==> src/pkg/cpu_regs_pkg.sv <==
// package: constants and carrier types for the cpu register, flag and stack block
package cpu_regs_pkg;
    // ---------------------------------------------------------------
    // data-space map
    // ---------------------------------------------------------------
    localparam logic [7:0] ADDR_POINTER_ONE = 8'h80;
    localparam logic [7:0] ADDR_POINTER_TWO = 8'h81;
    localparam logic [7:0] ADDR_SHORT_FIRST = 8'h82;
    localparam logic [7:0] ADDR_SHORT_SECOND = 8'h83;
    localparam logic [7:0] ADDR_SUM_REGISTER = 8'hff;
    localparam logic [7:0] DATA_RESET = 8'h00;
    // ---------------------------------------------------------------
    // program counter and stack
    // ---------------------------------------------------------------
    localparam int PC_W = 12;
    localparam int STACK_DEPTH = 6;
    localparam int DEPTH_W = 3;
    localparam logic [11:0] PC_ONE = 12'h001;
    localparam logic [11:0] PC_ZERO = 12'h000;
    localparam logic [2:0] DEPTH_ONE = 3'h1;
    localparam logic [2:0] DEPTH_ZERO = 3'h0;
    // ---------------------------------------------------------------
    // execution contexts (flag pair select)
    // ---------------------------------------------------------------
    typedef enum logic [1:0] {
        CTX_NORMAL = 2'b00,
        CTX_IRQ = 2'b01,
        CTX_NMI = 2'b10
    } ctx_t;
    // program counter update sources
    typedef enum logic [2:0] {
        PC_HOLD = 3'b000,
        PC_SEQ = 3'b001,
        PC_JUMP = 3'b010,
        PC_CALL = 3'b011,
        PC_REL = 3'b100,
        PC_IRQ = 3'b101,
        PC_NMI = 3'b110,
        PC_RETURN = 3'b111
    } pc_op_t;
    // flag update from the arithmetic unit
    typedef struct packed {
        logic carry_we;   // write carry of active pair
        logic carry_val;  // carry/borrow or tested bit
        logic zero_we;    // write zero of active pair
        logic zero_val;   // result was zero
    } flag_upd_t;
    // data-space access
    typedef struct packed {
        logic wr;
        logic [7:0] addr;
        logic [7:0] wdata;
    } dbus_req_t;
endpackage : cpu_regs_pkg

==> src/design/cpu_register_flags_stack.sv <==
// cpu programmer-visible registers, banked flags and six-level return stack
//
// Overview of operation
// RULE_01: eight-bit sum register, data-space location ffh
// RULE_02: two pointer registers at 80h and 81h
// RULE_03: pointers reachable by any data-space addressing
// RULE_04: two short-direct registers at 82h, 83h
// RULE_05: twelve-bit program counter, banking outside
// RULE_06: sequential fetch increments program counter
// RULE_07: relative branch adds signed offset to counter
// RULE_08: jump, call, vectors, returns load counter
// RULE_09: three separate carry/zero flag pairs
// RULE_10: interrupt entry switches pair, return restores
// RULE_11: pairs keep values, only owner addresses
// RULE_12: carry set on carry or borrow
// RULE_13: bit test copies into carry; rotate uses it
// RULE_14: zero set when result equals zero
// RULE_15: reset starts in nmi context
// RULE_16: six-level twelve-bit hidden lifo stack
// RULE_17: push shifts up, sixth level lost
// RULE_18: pop loads counter, shifts down
// RULE_19: overflow keeps stack at deepest position
// RULE_20: empty return keeps stack, continues sequentially
// RULE_21: only program counter is stacked (the code also stacks the context with each level)
// RULE_22: vectors are design parameters
module cpu_register_flags_stack
    import cpu_regs_pkg::*;
#(
    parameter logic [11:0] RESET_VECTOR = 12'hffe, // see RULE_22
    parameter logic [11:0] IRQ_VECTOR = 12'hff0,   // see RULE_22
    parameter logic [11:0] NMI_VECTOR = 12'hffc    // see RULE_22
) (
    input wire logic i_ref_clk,
    input wire logic i_rst_b,
    input wire dbus_req_t i_dbus,          // data-space write from the sequencer
    output logic [7:0] o_dbus_rdata,       // read data for i_dbus.addr
    output logic o_dbus_hit,               // address belongs to this block
    input wire pc_op_t i_pc_op,            // program counter update request
    input wire logic [11:0] i_target,      // jump or call address
    input wire logic [7:0] i_rel_offset,   // signed relative offset
    input wire flag_upd_t i_flag_upd,      // alu flag result
    output logic [11:0] o_program_counter,
    output logic [7:0] o_sum_register,
    output logic [7:0] o_pointer_one,
    output logic [7:0] o_pointer_two,
    output logic o_carry,                  // carry of active pair
    output logic o_zero,                   // zero of active pair
    output ctx_t o_ctx,
    output logic [2:0] o_stack_depth
);
    // ---------------------------------------------------------------
    // storage
    // ---------------------------------------------------------------
    logic [7:0] sum_register_r;
    logic [7:0] pointer_one_r;
    logic [7:0] pointer_two_r;
    logic [7:0] short_slot_first_r;
    logic [7:0] short_slot_second_r;
    logic [11:0] program_counter_r;
    logic [11:0] stack_r [STACK_DEPTH];   // level one is index 0
    logic [2:0] depth_r;                  // entries holding a valid return
    ctx_t ctx_stack_r [STACK_DEPTH];      // previous context per level
    ctx_t ctx_r;
    logic [2:0] carry_r;                  // one bit per context
    logic [2:0] zero_r;
    logic is_push;
    logic is_pop;
    logic [11:0] rel_sum;

    assign is_push = (i_pc_op == PC_CALL) || (i_pc_op == PC_IRQ) || (i_pc_op == PC_NMI);
    assign is_pop = (i_pc_op == PC_RETURN);
    // sign-extended offset, wraps within twelve bits
    assign rel_sum = program_counter_r + {{4{i_rel_offset[7]}}, i_rel_offset}; // see RULE_07

    // ---------------------------------------------------------------
    // data-space registers
    // ---------------------------------------------------------------
    // ordinary byte registers; bit ops are read-modify-write by the sequencer
    always_ff @(posedge i_ref_clk) begin
        if (!i_rst_b) begin
            sum_register_r <= DATA_RESET;
            pointer_one_r <= DATA_RESET;
            pointer_two_r <= DATA_RESET;
            short_slot_first_r <= DATA_RESET;
            short_slot_second_r <= DATA_RESET;
        end else if (i_dbus.wr) begin
            case (i_dbus.addr)
                ADDR_SUM_REGISTER: sum_register_r <= i_dbus.wdata;      // see RULE_01
                ADDR_POINTER_ONE: pointer_one_r <= i_dbus.wdata;        // see RULE_02, see RULE_03
                ADDR_POINTER_TWO: pointer_two_r <= i_dbus.wdata;        // see RULE_02, see RULE_03
                ADDR_SHORT_FIRST: short_slot_first_r <= i_dbus.wdata;   // see RULE_04
                ADDR_SHORT_SECOND: short_slot_second_r <= i_dbus.wdata; // see RULE_04
                default: begin
                    // other addresses belong to other blocks
                end
            endcase
        end
    end

    // combinational read mux; unmapped addresses read zero with no hit
    always_comb begin
        o_dbus_hit = 1'b1;
        case (i_dbus.addr)
            ADDR_SUM_REGISTER: o_dbus_rdata = sum_register_r;
            ADDR_POINTER_ONE: o_dbus_rdata = pointer_one_r;
            ADDR_POINTER_TWO: o_dbus_rdata = pointer_two_r;
            ADDR_SHORT_FIRST: o_dbus_rdata = short_slot_first_r;
            ADDR_SHORT_SECOND: o_dbus_rdata = short_slot_second_r;
            default: begin
                o_dbus_rdata = DATA_RESET;
                o_dbus_hit = 1'b0;
            end
        endcase
    end

    // ---------------------------------------------------------------
    // program counter
    // ---------------------------------------------------------------
    // banking above 4096 bytes is done by an outside bank register
    always_ff @(posedge i_ref_clk) begin
        if (!i_rst_b) begin
            program_counter_r <= RESET_VECTOR;                  // see RULE_08
        end else begin
            case (i_pc_op)
                PC_SEQ: program_counter_r <= program_counter_r + PC_ONE; // see RULE_06
                PC_JUMP: program_counter_r <= i_target;          // see RULE_08
                PC_CALL: program_counter_r <= i_target;          // see RULE_08
                PC_REL: program_counter_r <= rel_sum;            // see RULE_07
                PC_IRQ: program_counter_r <= IRQ_VECTOR;         // see RULE_08
                PC_NMI: program_counter_r <= NMI_VECTOR;         // see RULE_08
                PC_RETURN: begin
                    // empty stack: fall through to the next instruction
                    if (depth_r == DEPTH_ZERO) begin
                        program_counter_r <= program_counter_r + PC_ONE; // see RULE_20
                    end else begin
                        program_counter_r <= stack_r[0];         // see RULE_18
                    end
                end
                default: program_counter_r <= program_counter_r;
            endcase
        end
    end

    // ---------------------------------------------------------------
    // return stack
    // ---------------------------------------------------------------
    // the counter and its context are pushed, never data registers; see RULE_21
    // the pushed value is the counter as it stands, which already points
    // past the calling instruction
    generate
        for (genvar g = 0; g < STACK_DEPTH; g++) begin : g_level
            logic [11:0] push_val; // what moves into this level on a push
            ctx_t push_ctx;
            logic [11:0] pop_val;  // what moves into this level on a pop
            ctx_t pop_ctx;
            // neighbours are picked at elaboration so no index ever leaves the array
            if (g == 0) begin : g_bottom
                assign push_val = program_counter_r;    // see RULE_17
                assign push_ctx = ctx_r;
            end else begin : g_above
                assign push_val = stack_r[g-1];         // see RULE_17
                assign push_ctx = ctx_stack_r[g-1];
            end
            // the sixth level has nothing above it, so it keeps its stale value on a pop
            if (g < STACK_DEPTH - 1) begin : g_below_top
                assign pop_val = stack_r[g+1];          // see RULE_18
                assign pop_ctx = ctx_stack_r[g+1];
            end else begin : g_top
                assign pop_val = stack_r[g];
                assign pop_ctx = ctx_stack_r[g];
            end
            // one shifting register per level
            always_ff @(posedge i_ref_clk) begin
                if (!i_rst_b) begin
                    stack_r[g] <= PC_ZERO;
                    ctx_stack_r[g] <= CTX_NORMAL;
                end else if (is_push) begin
                    stack_r[g] <= push_val;
                    ctx_stack_r[g] <= push_ctx;
                end else if (is_pop && depth_r != DEPTH_ZERO) begin
                    stack_r[g] <= pop_val;
                    ctx_stack_r[g] <= pop_ctx;
                end
            end
        end
    endgenerate

    // depth saturates at six so the oldest return is simply lost
    always_ff @(posedge i_ref_clk) begin
        if (!i_rst_b) begin
            depth_r <= DEPTH_ZERO;
        end else if (is_push) begin
            if (depth_r != 3'(STACK_DEPTH)) begin
                depth_r <= depth_r + DEPTH_ONE;
            end                                             // see RULE_19
        end else if (is_pop && depth_r != DEPTH_ZERO) begin
            depth_r <= depth_r - DEPTH_ONE;                 // see RULE_20
        end
    end

    // ---------------------------------------------------------------
    // context and banked flags
    // ---------------------------------------------------------------
    // context saved per stack level so that a return restores the pair that
    // was in use; a plain return from a call leaves the context alone
    always_ff @(posedge i_ref_clk) begin
        if (!i_rst_b) begin
            ctx_r <= CTX_NMI;                               // see RULE_15
        end else if (i_pc_op == PC_IRQ) begin
            ctx_r <= CTX_IRQ;                               // see RULE_10
        end else if (i_pc_op == PC_NMI) begin
            ctx_r <= CTX_NMI;                               // see RULE_10
        end else if (is_pop && i_target[0]) begin
            // interrupt exit: back to the pair saved with the return address
            if (depth_r != DEPTH_ZERO) begin
                ctx_r <= ctx_stack_r[0];                    // see RULE_10
            end else begin
                // nothing stacked: this is how start-up code leaves nmi context
                // and reaches normal code, else the normal pair is unreachable
                ctx_r <= CTX_NORMAL;                        // see RULE_10, see RULE_09
            end
        end
    end

    // only the active pair is written; others hold across switches
    always_ff @(posedge i_ref_clk) begin
        if (!i_rst_b) begin
            carry_r <= 3'h0;
            zero_r <= 3'h0;
        end else begin
            if (i_flag_upd.carry_we) begin
                carry_r[ctx_r] <= i_flag_upd.carry_val;     // see RULE_12, see RULE_13, see RULE_11
            end
            if (i_flag_upd.zero_we) begin
                zero_r[ctx_r] <= i_flag_upd.zero_val;       // see RULE_14, see RULE_11
            end
        end
    end

    // flags seen by the alu come from the owning context only
    assign o_carry = carry_r[ctx_r];                        // see RULE_09, see RULE_13
    assign o_zero = zero_r[ctx_r];                          // see RULE_09
    assign o_ctx = ctx_r;
    assign o_program_counter = program_counter_r;           // see RULE_05
    assign o_sum_register = sum_register_r;
    assign o_pointer_one = pointer_one_r;
    assign o_pointer_two = pointer_two_r;
    assign o_stack_depth = depth_r;                         // see RULE_16
endmodule : cpu_register_flags_stack

==> config.mk <==
export PLATFORM = sky130hd
export DESIGN_NAME = cpu_register_flags_stack
export DESIGN_NICKNAME = d
export VERILOG_FILES = /design/src/pkg/cpu_regs_pkg.sv /design/src/design/cpu_register_flags_stack.sv
export SDC_FILE = /design/constraint.sdc
export NUM_CORES = 1
export LEC_CHECK = 0
export ABC_AREA = 0
export BUFFER_PORTS_ARGS = -buffer_cell sky130_fd_sc_hd__buf_2
export CAP_MARGIN = 5
export CELL_PAD_IN_SITES_DETAIL_PLACEMENT = 0
export CELL_PAD_IN_SITES_GLOBAL_PLACEMENT = 2
export CORE_UTILIZATION = 37
export CTS_CLUSTER_DIAMETER = 150
export DETAILED_ROUTE_END_ITERATION = 10
export GPL_ROUTABILITY_DRIVEN = 0
export PLACE_DENSITY = 0.85
export SYNTH_ARGS = -nofsm -noshare
export SYNTH_HDL_FRONTEND = slang
export SYNTH_SLANG_ARGS = --single-unit
==> constraint.sdc <==
create_clock -name i_ref_clk -period 3.69 [get_ports i_ref_clk]
set_clock_uncertainty 0.1 [all_clocks]
set_input_delay 0.5535 -clock i_ref_clk [delete_from_list [all_inputs] [get_ports i_ref_clk]]
set_output_delay 0.5535 -clock i_ref_clk [all_outputs]
set_load 0.05 [all_outputs]
* Yosys cells after proc, flatten, opt, wreduce, memory -nomap -nowiden *
Memory sizes are Yosys's and may differ from the RTL's.
Index checks and enable logic that the tools add are counted.

cells by class
  add/sub/neg operators = 4
  order comparisons = 2
  equality and inequality tests = 14
  multiplexer cells = 51
  bitwise operators = 24
  reductions and logical operators = 18

operator list
  operator                                                              count
  12-bit two-way mux                                                    13
  12-bit one-hot mux with 6 select lines                                1
  8-bit == test, second input constant                                  5
  8-bit one-hot mux with 5 select lines                                 1
  2-bit two-way mux                                                     16
  1-bit bitwise OR                                                      24
  12-bit by 1-bit adder with 12-bit output, second input constant       1
  12-bit adder                                                          1
  3-bit == test, second input constant                                  4
  1-bit two-way mux                                                     12
  2-bit AND reduction                                                   6
  3-bit two-way mux                                                     3
  3-bit bitwise mux                                                     2
  3-bit by 2-bit == test with 1-bit output, second input constant       2
  3-bit nonzero test                                                    2
  6-bit nonzero test                                                    1
  5-bit OR reduction                                                    1
  1-bit binary-select mux with 2-bit select                             2
  3-bit by 1-bit adder with 3-bit output, second input constant         1
  3-bit by 1-bit == test with 1-bit output, second input constant       1
  1-bit logical AND                                                     3
  3-bit logical NOT                                                     1
  2-bit by 3-bit < comparator with 1-bit output, second input constant  1
  3-bit != test, second input constant                                  1
  7 further kinds                                                       8

storage, ports and cells
  bits in registers = 63
  bits in writable memories = 84
  word-level logic and storage cells = 125
  memories = 2

memory list
  memory       words  width  read ports  clocked after Yosys merged registers in  write ports  line                            RTL
  stack_r      6      12     6           0                                        6            cpu_register_flags_stack.sv:60  logic [11:0] stack_r [STACK_DEPTH];
  ctx_stack_r  6      2      6           0                                        6            cpu_register_flags_stack.sv:62  ctx_t ctx_stack_r [STACK_DEPTH];

* Logic depth before layout (Yosys ltp) *
Gate-level depths: netlist of the first run.

  word-level depth = 8
  gate-level depth with buffers = 10
  mapped depth without buffers = 9

* Worst setup path after synthesis of the first run *
Ideal clock, no wire load.

  path kind = reg2reg
  start = reg depth_r[0] (netlist: o_stack_depth[0])
  end = mem ctx_stack_r[0][0] (netlist name) (enable)
  data arrival time = 2.577 ns
  required time = 2.810 ns
  slack = 0.233 ns
  cell stages (with the launch flop) = 6
  path buffers = 2
  clock period less this slack = 3.457 ns
  cells stage by stage = dfxtp_1 -> or3_1 -> buf_2 -> buf_2 -> nand2_1 -> nand3_1

RTL lines
  what                      line                             RTL
  start: declaration        cpu_register_flags_stack.sv:61   logic [2:0] depth_r;
  start signal: assignment  cpu_register_flags_stack.sv:194  depth_r <= depth_r + DEPTH_ONE;
  start signal: assignment  cpu_register_flags_stack.sv:197  depth_r <= depth_r - DEPTH_ONE;
  end: declaration          cpu_register_flags_stack.sv:62

* Worst setup path after layout of the first run *
  start = in i_dbus[11] (netlist name)
  end = out o_dbus_rdata[3]

between the ends
  cells in the longest elaborated chain, start to end = 2
  elaborated cells on any way between the ends = 6
  those cells by class = eq/ne: 5; mux: 1

ends and longest elaborated chain
  what                                       line                             RTL
  start: declaration                         cpu_register_flags_stack.sv:35   input wire dbus_req_t i_dbus,
  8-bit == test                              cpu_register_flags_stack.sv:103  case (i_dbus.addr)
  8-bit one-hot mux with 5 select lines (*)  cpu_register_flags_stack.sv:103
  end: declaration                           cpu_register_flags_stack.sv:36   output logic [7:0] o_dbus_rdata,

Mark *: on every way between the ends. The rest lies on a longest branch, timed or not.

==> summary.txt, run 1 <==
final net count: 864
port bufs: 97
hold_buf cts: 0
Final Hold Violating Endpoints: 0
site row count: 51
#FFs+latches synth: 147
GRT overflow: 0
ANT cells: 0
Hold Crit Class: primary input to flip-flop
Post-synth EDFFs: 84
Initial Utilization: 0.380
maxcap violations: 0
clock-pin slew on the worst setup and hold paths: 0.06 ns
Yosys cell types: 63
CP required: 3.04 ns
die area: 20,700 µm²
period utilization: 0.846
Global Route Usage Sum: 0.208
clock sink total: 147
commonest non-fill, non-tap cell in the layout: nand2_1
relative slew slack: 0.461
commonest cells after routing, fill and taps aside: nand2_1 (107), buf_2 (97), edfxtp_1 (84)
Post-CTS Setup Bufs: 0
DIE HEIGHT: 144 µm
H-tree depth: 4
Via density: 5.78
Post-Syn Area: 7450 µm²
CP cell instances: buf_2, nor4_2, nand3b_2, nor3b_4, a222oi_1, nand2_1, buf_2
die width: 144 µm
core area: 19,600 µm²
first-pass GRT wire length: 32,900 µm
Mapped Cells: 732
pin count of the biggest net entering global routing: 57
Final HPWL DP: 14,200 µm
Setup crit end kind: primary output
status: finished clean
Lkg Pwr: 3.46 nW
Slew Viols, Final: 0
WHS Path Cells: 3
Post-Route Setup TNS: 0 ns
main flop type after synthesis: edfxtp_1
worst slew pin tran: 0.807 ns
initial antenna violation count: 0
final setup fails: 0
Slowest Stage Delay on Critical Path: 0.69 ns
Clock Latency Late Sink: 0.42 ns
critical path class: primary input to primary output
Critical Path Fanout Max: 15
CP most frequent cell: buf_2
Filler Cell Count: 1,883
Core Util, Final: 0.447
Inserted Clock Buffers: 17
area delta synth->final: 17.4%
min cycle time layout: 3.12 ns
crit start category: primary input
Initial DRC Count: 493
peak supply drop: 304 µV
Clk Tree Root Cell: clkbuf_16
DRC: 0
cells on worst reg2reg path: 9
Initial DRT Pass Iterations: 7
ANT nets after route: 0
vias in the first global route: 6,022
Seq/Total Area, Yosys: 0.508
Warnings, synthesis: 0
ys async rst share: 0
post-cts sizing count: 0
layout cells sized above 1: 0.184
area of the multi-input gates: 3400 µm²
fmax: 320 MHz
RSZ-0062 raised after global routing: false
CP max stage cell: nor3b_4
worst reg2reg setup slack: 1.00 ns
CTS tree: yes
WL/cell: 19.1 µm
routed vias: 6,251
Power per Cell Area: 513 nW/µm²
register area: 3780 µm²
final WL: 20,700 µm
CTS max path bufs: 2
syn_area_per_cell: 10.2 µm²
CP arrival: 2.47 ns
Top Ports: 98
syn nets: 792
[metrics by stage]
step           power, mW  hold WS [ns]  instances  worst slack, ns  cell area, µm²
6_report            4.48         0.324       1082            0.567            8750
5_1_grt             4.66         0.311       1082            0.416            8750
4_1_cts             4.51         0.304       1082            0.567            8750
3_5_place_dp        2.73         0.353       1050            0.466            8140
3_3_place_gp        2.72         0.352       1050            0.535            8140
2_1_floorplan       2.51         0.334        732            0.233            7450
[cells in the mapped netlist (9+ instances only)]
cell type | number | share of area
a21oi_1 | 25 | 0.017
xnor2_1 | 10 | 0.012
clkbuf_1 | 32 | 0.016
a21boi_1 | 10 | 0.010
a22o_1 | 71 | 0.083
and3_1 | 21 | 0.018
o21ai_0 | 17 | 0.011
ha_1 | 12 | 0.020
inv_1 | 13 | 0.0065
a22oi_1 | 9 | 0.0091
a21boi_0 | 41 | 0.041
buf_2 | 18 | 0.012
dfxtp_1 | 63 | 0.17
nand2_1 | 107 | 0.054
edfxtp_1 | 84 | 0.34
nand3_1 | 53 | 0.036
nor2_1 | 23 | 0.012
[cell families after synthesis]
logic type | count (synthesis) | synth area share
fa+ha+maj | 14 | 0.0255
flops | 147 | 0.508
compound gates | 235 | 0.240
buf+inv | 65 | 0.0373
xor+xnor | 18 | 0.0212
mux | 3 | 0.00453
simple gates | 250 | 0.164
[layout make-up]
type,count,share of cell area
Clock buffer,23,0.0599
Inverter,13,0.00558
Clock inverter,9,0.00987
Sequential cell,147,0.432
Multi-Input combinational cell,520,0.389
Timing Repair Buffer,105,0.0652
Tap cell,265,0.0379
[where the power goes]
part	switching [mW]	internal (mW)	leakage, nW
registers	0.130	1.89	1.43
clock network	0.699	1.08	0.310
logic	0.452	0.233	1.72
total	1.28	3.20	3.46
[final timing paths]
path                                             from                     to
worst min register to register  short_slot_first_r[7]  short_slot_first_r[7]
worst max register to register   o_program_counter[0]   o_program_counter[8]
worst min-delay path                        i_dbus[4]  short_slot_first_r[4]
worst max-delay path                       i_dbus[11]        o_dbus_rdata[3]
[sequential cells by signal (all words and copies together) (netlist names)]
signal	flops
short_slot_first_r	8
o_stack_depth	3
short_slot_second_r	8
stack_r	72
o_pointer_two	8
o_sum_register	8
o_pointer_one	8
ctx_stack_r	12
o_ctx	2
o_program_counter	12
carry_r	3
zero_r	3
[per-layer routing]
layer | global-route usage | vias to the layer above | wire, µm | part of all wire
met5 | 0 | - | 0 | 0
met4 | 0.0722 | 0 | 356 | 0.017
met3 | 0.0387 | 30 | 1130 | 0.054
met2 | 0.322 | 224 | 9550 | 0.46
met1 | 0.290 | 3069 | 9630 | 0.47
li1 | - | 2928 | - | -
[critical path, delay by kind of cell]
family / cells / cell delay [ns]
simple gates: 4 / 1.33
buf+inv: 2 / 0.38
compound gates: 1 / 0.21
(Power assumes the default switching activity.)
==> run 2, diff against run 1 <==
CORE_UTILIZATION = 34   (was 37)
PLACE_DENSITY = 0.82   (was 0.85)
clock period = 2.6 ns   (was 3.69 ns; I/O delays follow)
==> summary.txt, run 2 (synthesis results as in run 1) <==
peak supply drop: 442 µV (was 304 µV)
worst setup margin: 0.113 ns (was 0.567 ns)
Final Hold Violating Endpoints: 0 (unchanged)
Reg with most FFs: stack_r (unchanged)
layout cells sized above 1: 0.213 (was 0.184)
period utilization: 0.957
Hold Crit Class: primary input to flip-flop (unchanged)
core area: 21,200 µm² (was 19,600 µm²)
WL/cell: 18.8 µm (was 19.1 µm)
CP required: 2.11 ns (was 3.04 ns)
Global Route Usage Sum: 0.192 (was 0.208)
port bufs: 97 (unchanged)
Clock Latency Late Sink: 0.42 ns (about the same)
cell area after layout: 9020 µm² (was 8750 µm²)
Filler Cell Count: 2,052 (was 1,883)
min cycle time layout: 2.49 ns
hold_buf cts: 0 (unchanged)
DIE HEIGHT: 150 µm (was 144 µm)
clock sink total: 147 (unchanged)
relative slew slack: 0.442 (was 0.461)
Clock power frac: 0.374 (was 0.396)
commonest cells after routing, fill and taps aside: nand2_1 (107), buf_2 (97), edfxtp_1 (84) (unchanged)
vias in the first global route: 5,997 (was 6,022)
WP buf/inv: 3 (was 2)
RSZ-0062 raised after global routing: false (unchanged)
dpl cell area: 8460 µm² (was 8140 µm²)
number of flip-flops under the largest register name: 72 (unchanged)
ANT cells: 0 (unchanged)
critical path class: primary input to primary output (unchanged)
pin count of the biggest net entering global routing: 61 (was 57)
ANT nets after route: 0 (unchanged)
CP arrival: 2.00 ns (was 2.47 ns)
clock-pin slew on the worst setup and hold paths: 0.07 ns (was 0.06 ns)
Clk Tree Root Cell: clkbuf_16 (unchanged)
Via density: 5.67 (was 5.78)
Power Total: 6.28 mW (was 4.48 mW)
DRC: 0 (unchanged)
Top Ports: 98 (unchanged)
Critical Path Fanout Max: 17 (was 15)
final WL: 21,100 µm (was 20,700 µm)
site row count: 53 (was 51)
Internal: 4.41 mW (was 3.20 mW)
Final HPWL DP: 14,700 µm (was 14,200 µm)
Slew Viols, Final: 0 (unchanged)
commonest non-fill, non-tap cell in the layout: nand2_1 (unchanged)
GRT overflow: 0 (unchanged)
initial antenna violation count: 0 (unchanged)
fmax: 402 MHz
Inserted Clock Buffers: 17 (unchanged)
first-pass GRT wire length: 33,000 µm (was 32,900 µm)
Switch Pwr: 1.87 mW (was 1.28 mW)
cell family with most CP delay: simple AND/OR/NAND/NOR gates (unchanged)
post-cts sizing count: 0 (unchanged)
combinational share of power: 0.175 (was 0.153)
die width: 150 µm (was 144 µm)
routed vias: 6,369 (was 6,251)
final setup fails: 0 (unchanged)
CP most frequent cell: buf_2 (unchanged)
crit start category: primary input (unchanged)
Core Util, Final: 0.425 (was 0.447)
CP cell instances: buf_2, nor4_2, nand3b_2, nor3b_4, buf_12, a222oi_1, nand2_1, buf_2 (was buf_2, nor4_2, nand3b_2, nor3b_4, a222oi_1, nand2_1, buf_2)
Initial DRC Count: 596 (was 493)
status: finished clean (unchanged)
H-tree depth: 4 (unchanged)
Seq pwr share: 0.451 (about the same)
Sw Ratio: 0.298 (was 0.286)
maxcap violations: 0 (unchanged)
Initial Utilization: 0.351 (was 0.380)
Post-Route Setup TNS: 0 ns (unchanged)
final net count: 896 (was 864)
CP max stage cell: nor4_2 (was nor3b_4)
area delta synth->final: 21.1% (was 17.4%)
Post-CTS Setup Bufs: 0 (unchanged)
CTS tree: yes (unchanged)
Lkg Pwr: 3.57 nW (was 3.46 nW)
Setup crit end kind: primary output (unchanged)
die area: 22,500 µm² (was 20,700 µm²)
Slowest Stage Delay on Critical Path: 0.30 ns (was 0.69 ns)
CTS max path bufs: 2 (unchanged)
Initial DRT Pass Iterations: 5 (was 7)
worst slew pin tran: 0.828 ns (was 0.807 ns)
pre-CTS setup slack: 0.0465 ns (was 0.466 ns)
Power per Cell Area: 696 nW/µm² (was 513 nW/µm²)
==> run 2: cell count changes in the layout (fill, tap and decap cells not counted), moves of 2 or more <==
cell        before  now
buf_4            6   33
buf_12           2    7
clkinvlp_4       0    5
clkbuf_16       20   17
clkinv_2         3    0
clkbuf_1         0    2
clkbuf_2         2    0
==> run 2: power groups by stage <==
| stage | Combinational [mW] | Clock, mW | Sequential, mW |
|---|---|---|---|
| 4_1_cts | 1.10 | 2.40 | 2.83 |
| 3_5_place_dp | 1.10 | 0 | 2.87 |
| 2_1_floorplan | 0.616 | 0 | 2.94 |
| 6_report | 1.10 | 2.35 | 2.83 |
| 5_1_grt | 1.19 | 2.49 | 2.85 |
| 3_3_place_gp | 1.07 | 0 | 2.86 |
==> run 2: layer usage <==
metal,track usage,wire length [µm],vias up
met4,0.0525,271,0
met5,0,0,-
met3,0.0354,852,25
li1,-,-,2995
met1,0.270,10100,3185
met2,0.300,9870,164
==> run 2: path summary, 6_finish.rpt <==
kind	startpoint	to	slack, ns	cells after the start
worst max-delay path	i_dbus[11]	o_dbus_rdata[4]	0.11	8
worst min-delay path	i_dbus[6]	o_sum_register[6]	0.16	3
worst max register to register	o_program_counter[0]	o_program_counter[8]	0.18	9
worst min register to register	short_slot_first_r[6]	short_slot_first_r[6]	0.36	2
==> run 2: layout make-up <==
type	count	area [µm²]	area share
multi-input cells	520	3410	0.378
well taps	275	344	0.0381
clock buffers	19	433	0.0480
clock inverters	13	125	0.0139
flip-flops and latches	147	3780	0.420
repair buffers	137	873	0.0968
inverters	13	48.8	0.00541
==> run 2: per-stage QoR <==
| stage | hold slack [ns] | cells |
|---|---|---|
| after floorplan | 0.334 | 732 |
| after global placement | 0.348 | 1092 |
| after CTS | 0.138 | 1124 |
| after global routing | 0.156 | 1124 |
| final | 0.158 | 1124 |
| after detailed placement | 0.351 | 1092 |
==> run 2: tightest hold or removal path, stage by stage <==
cell and delay (ns):
buf_2 0.13, nand2_1 0.05, a21boi_0 0.06
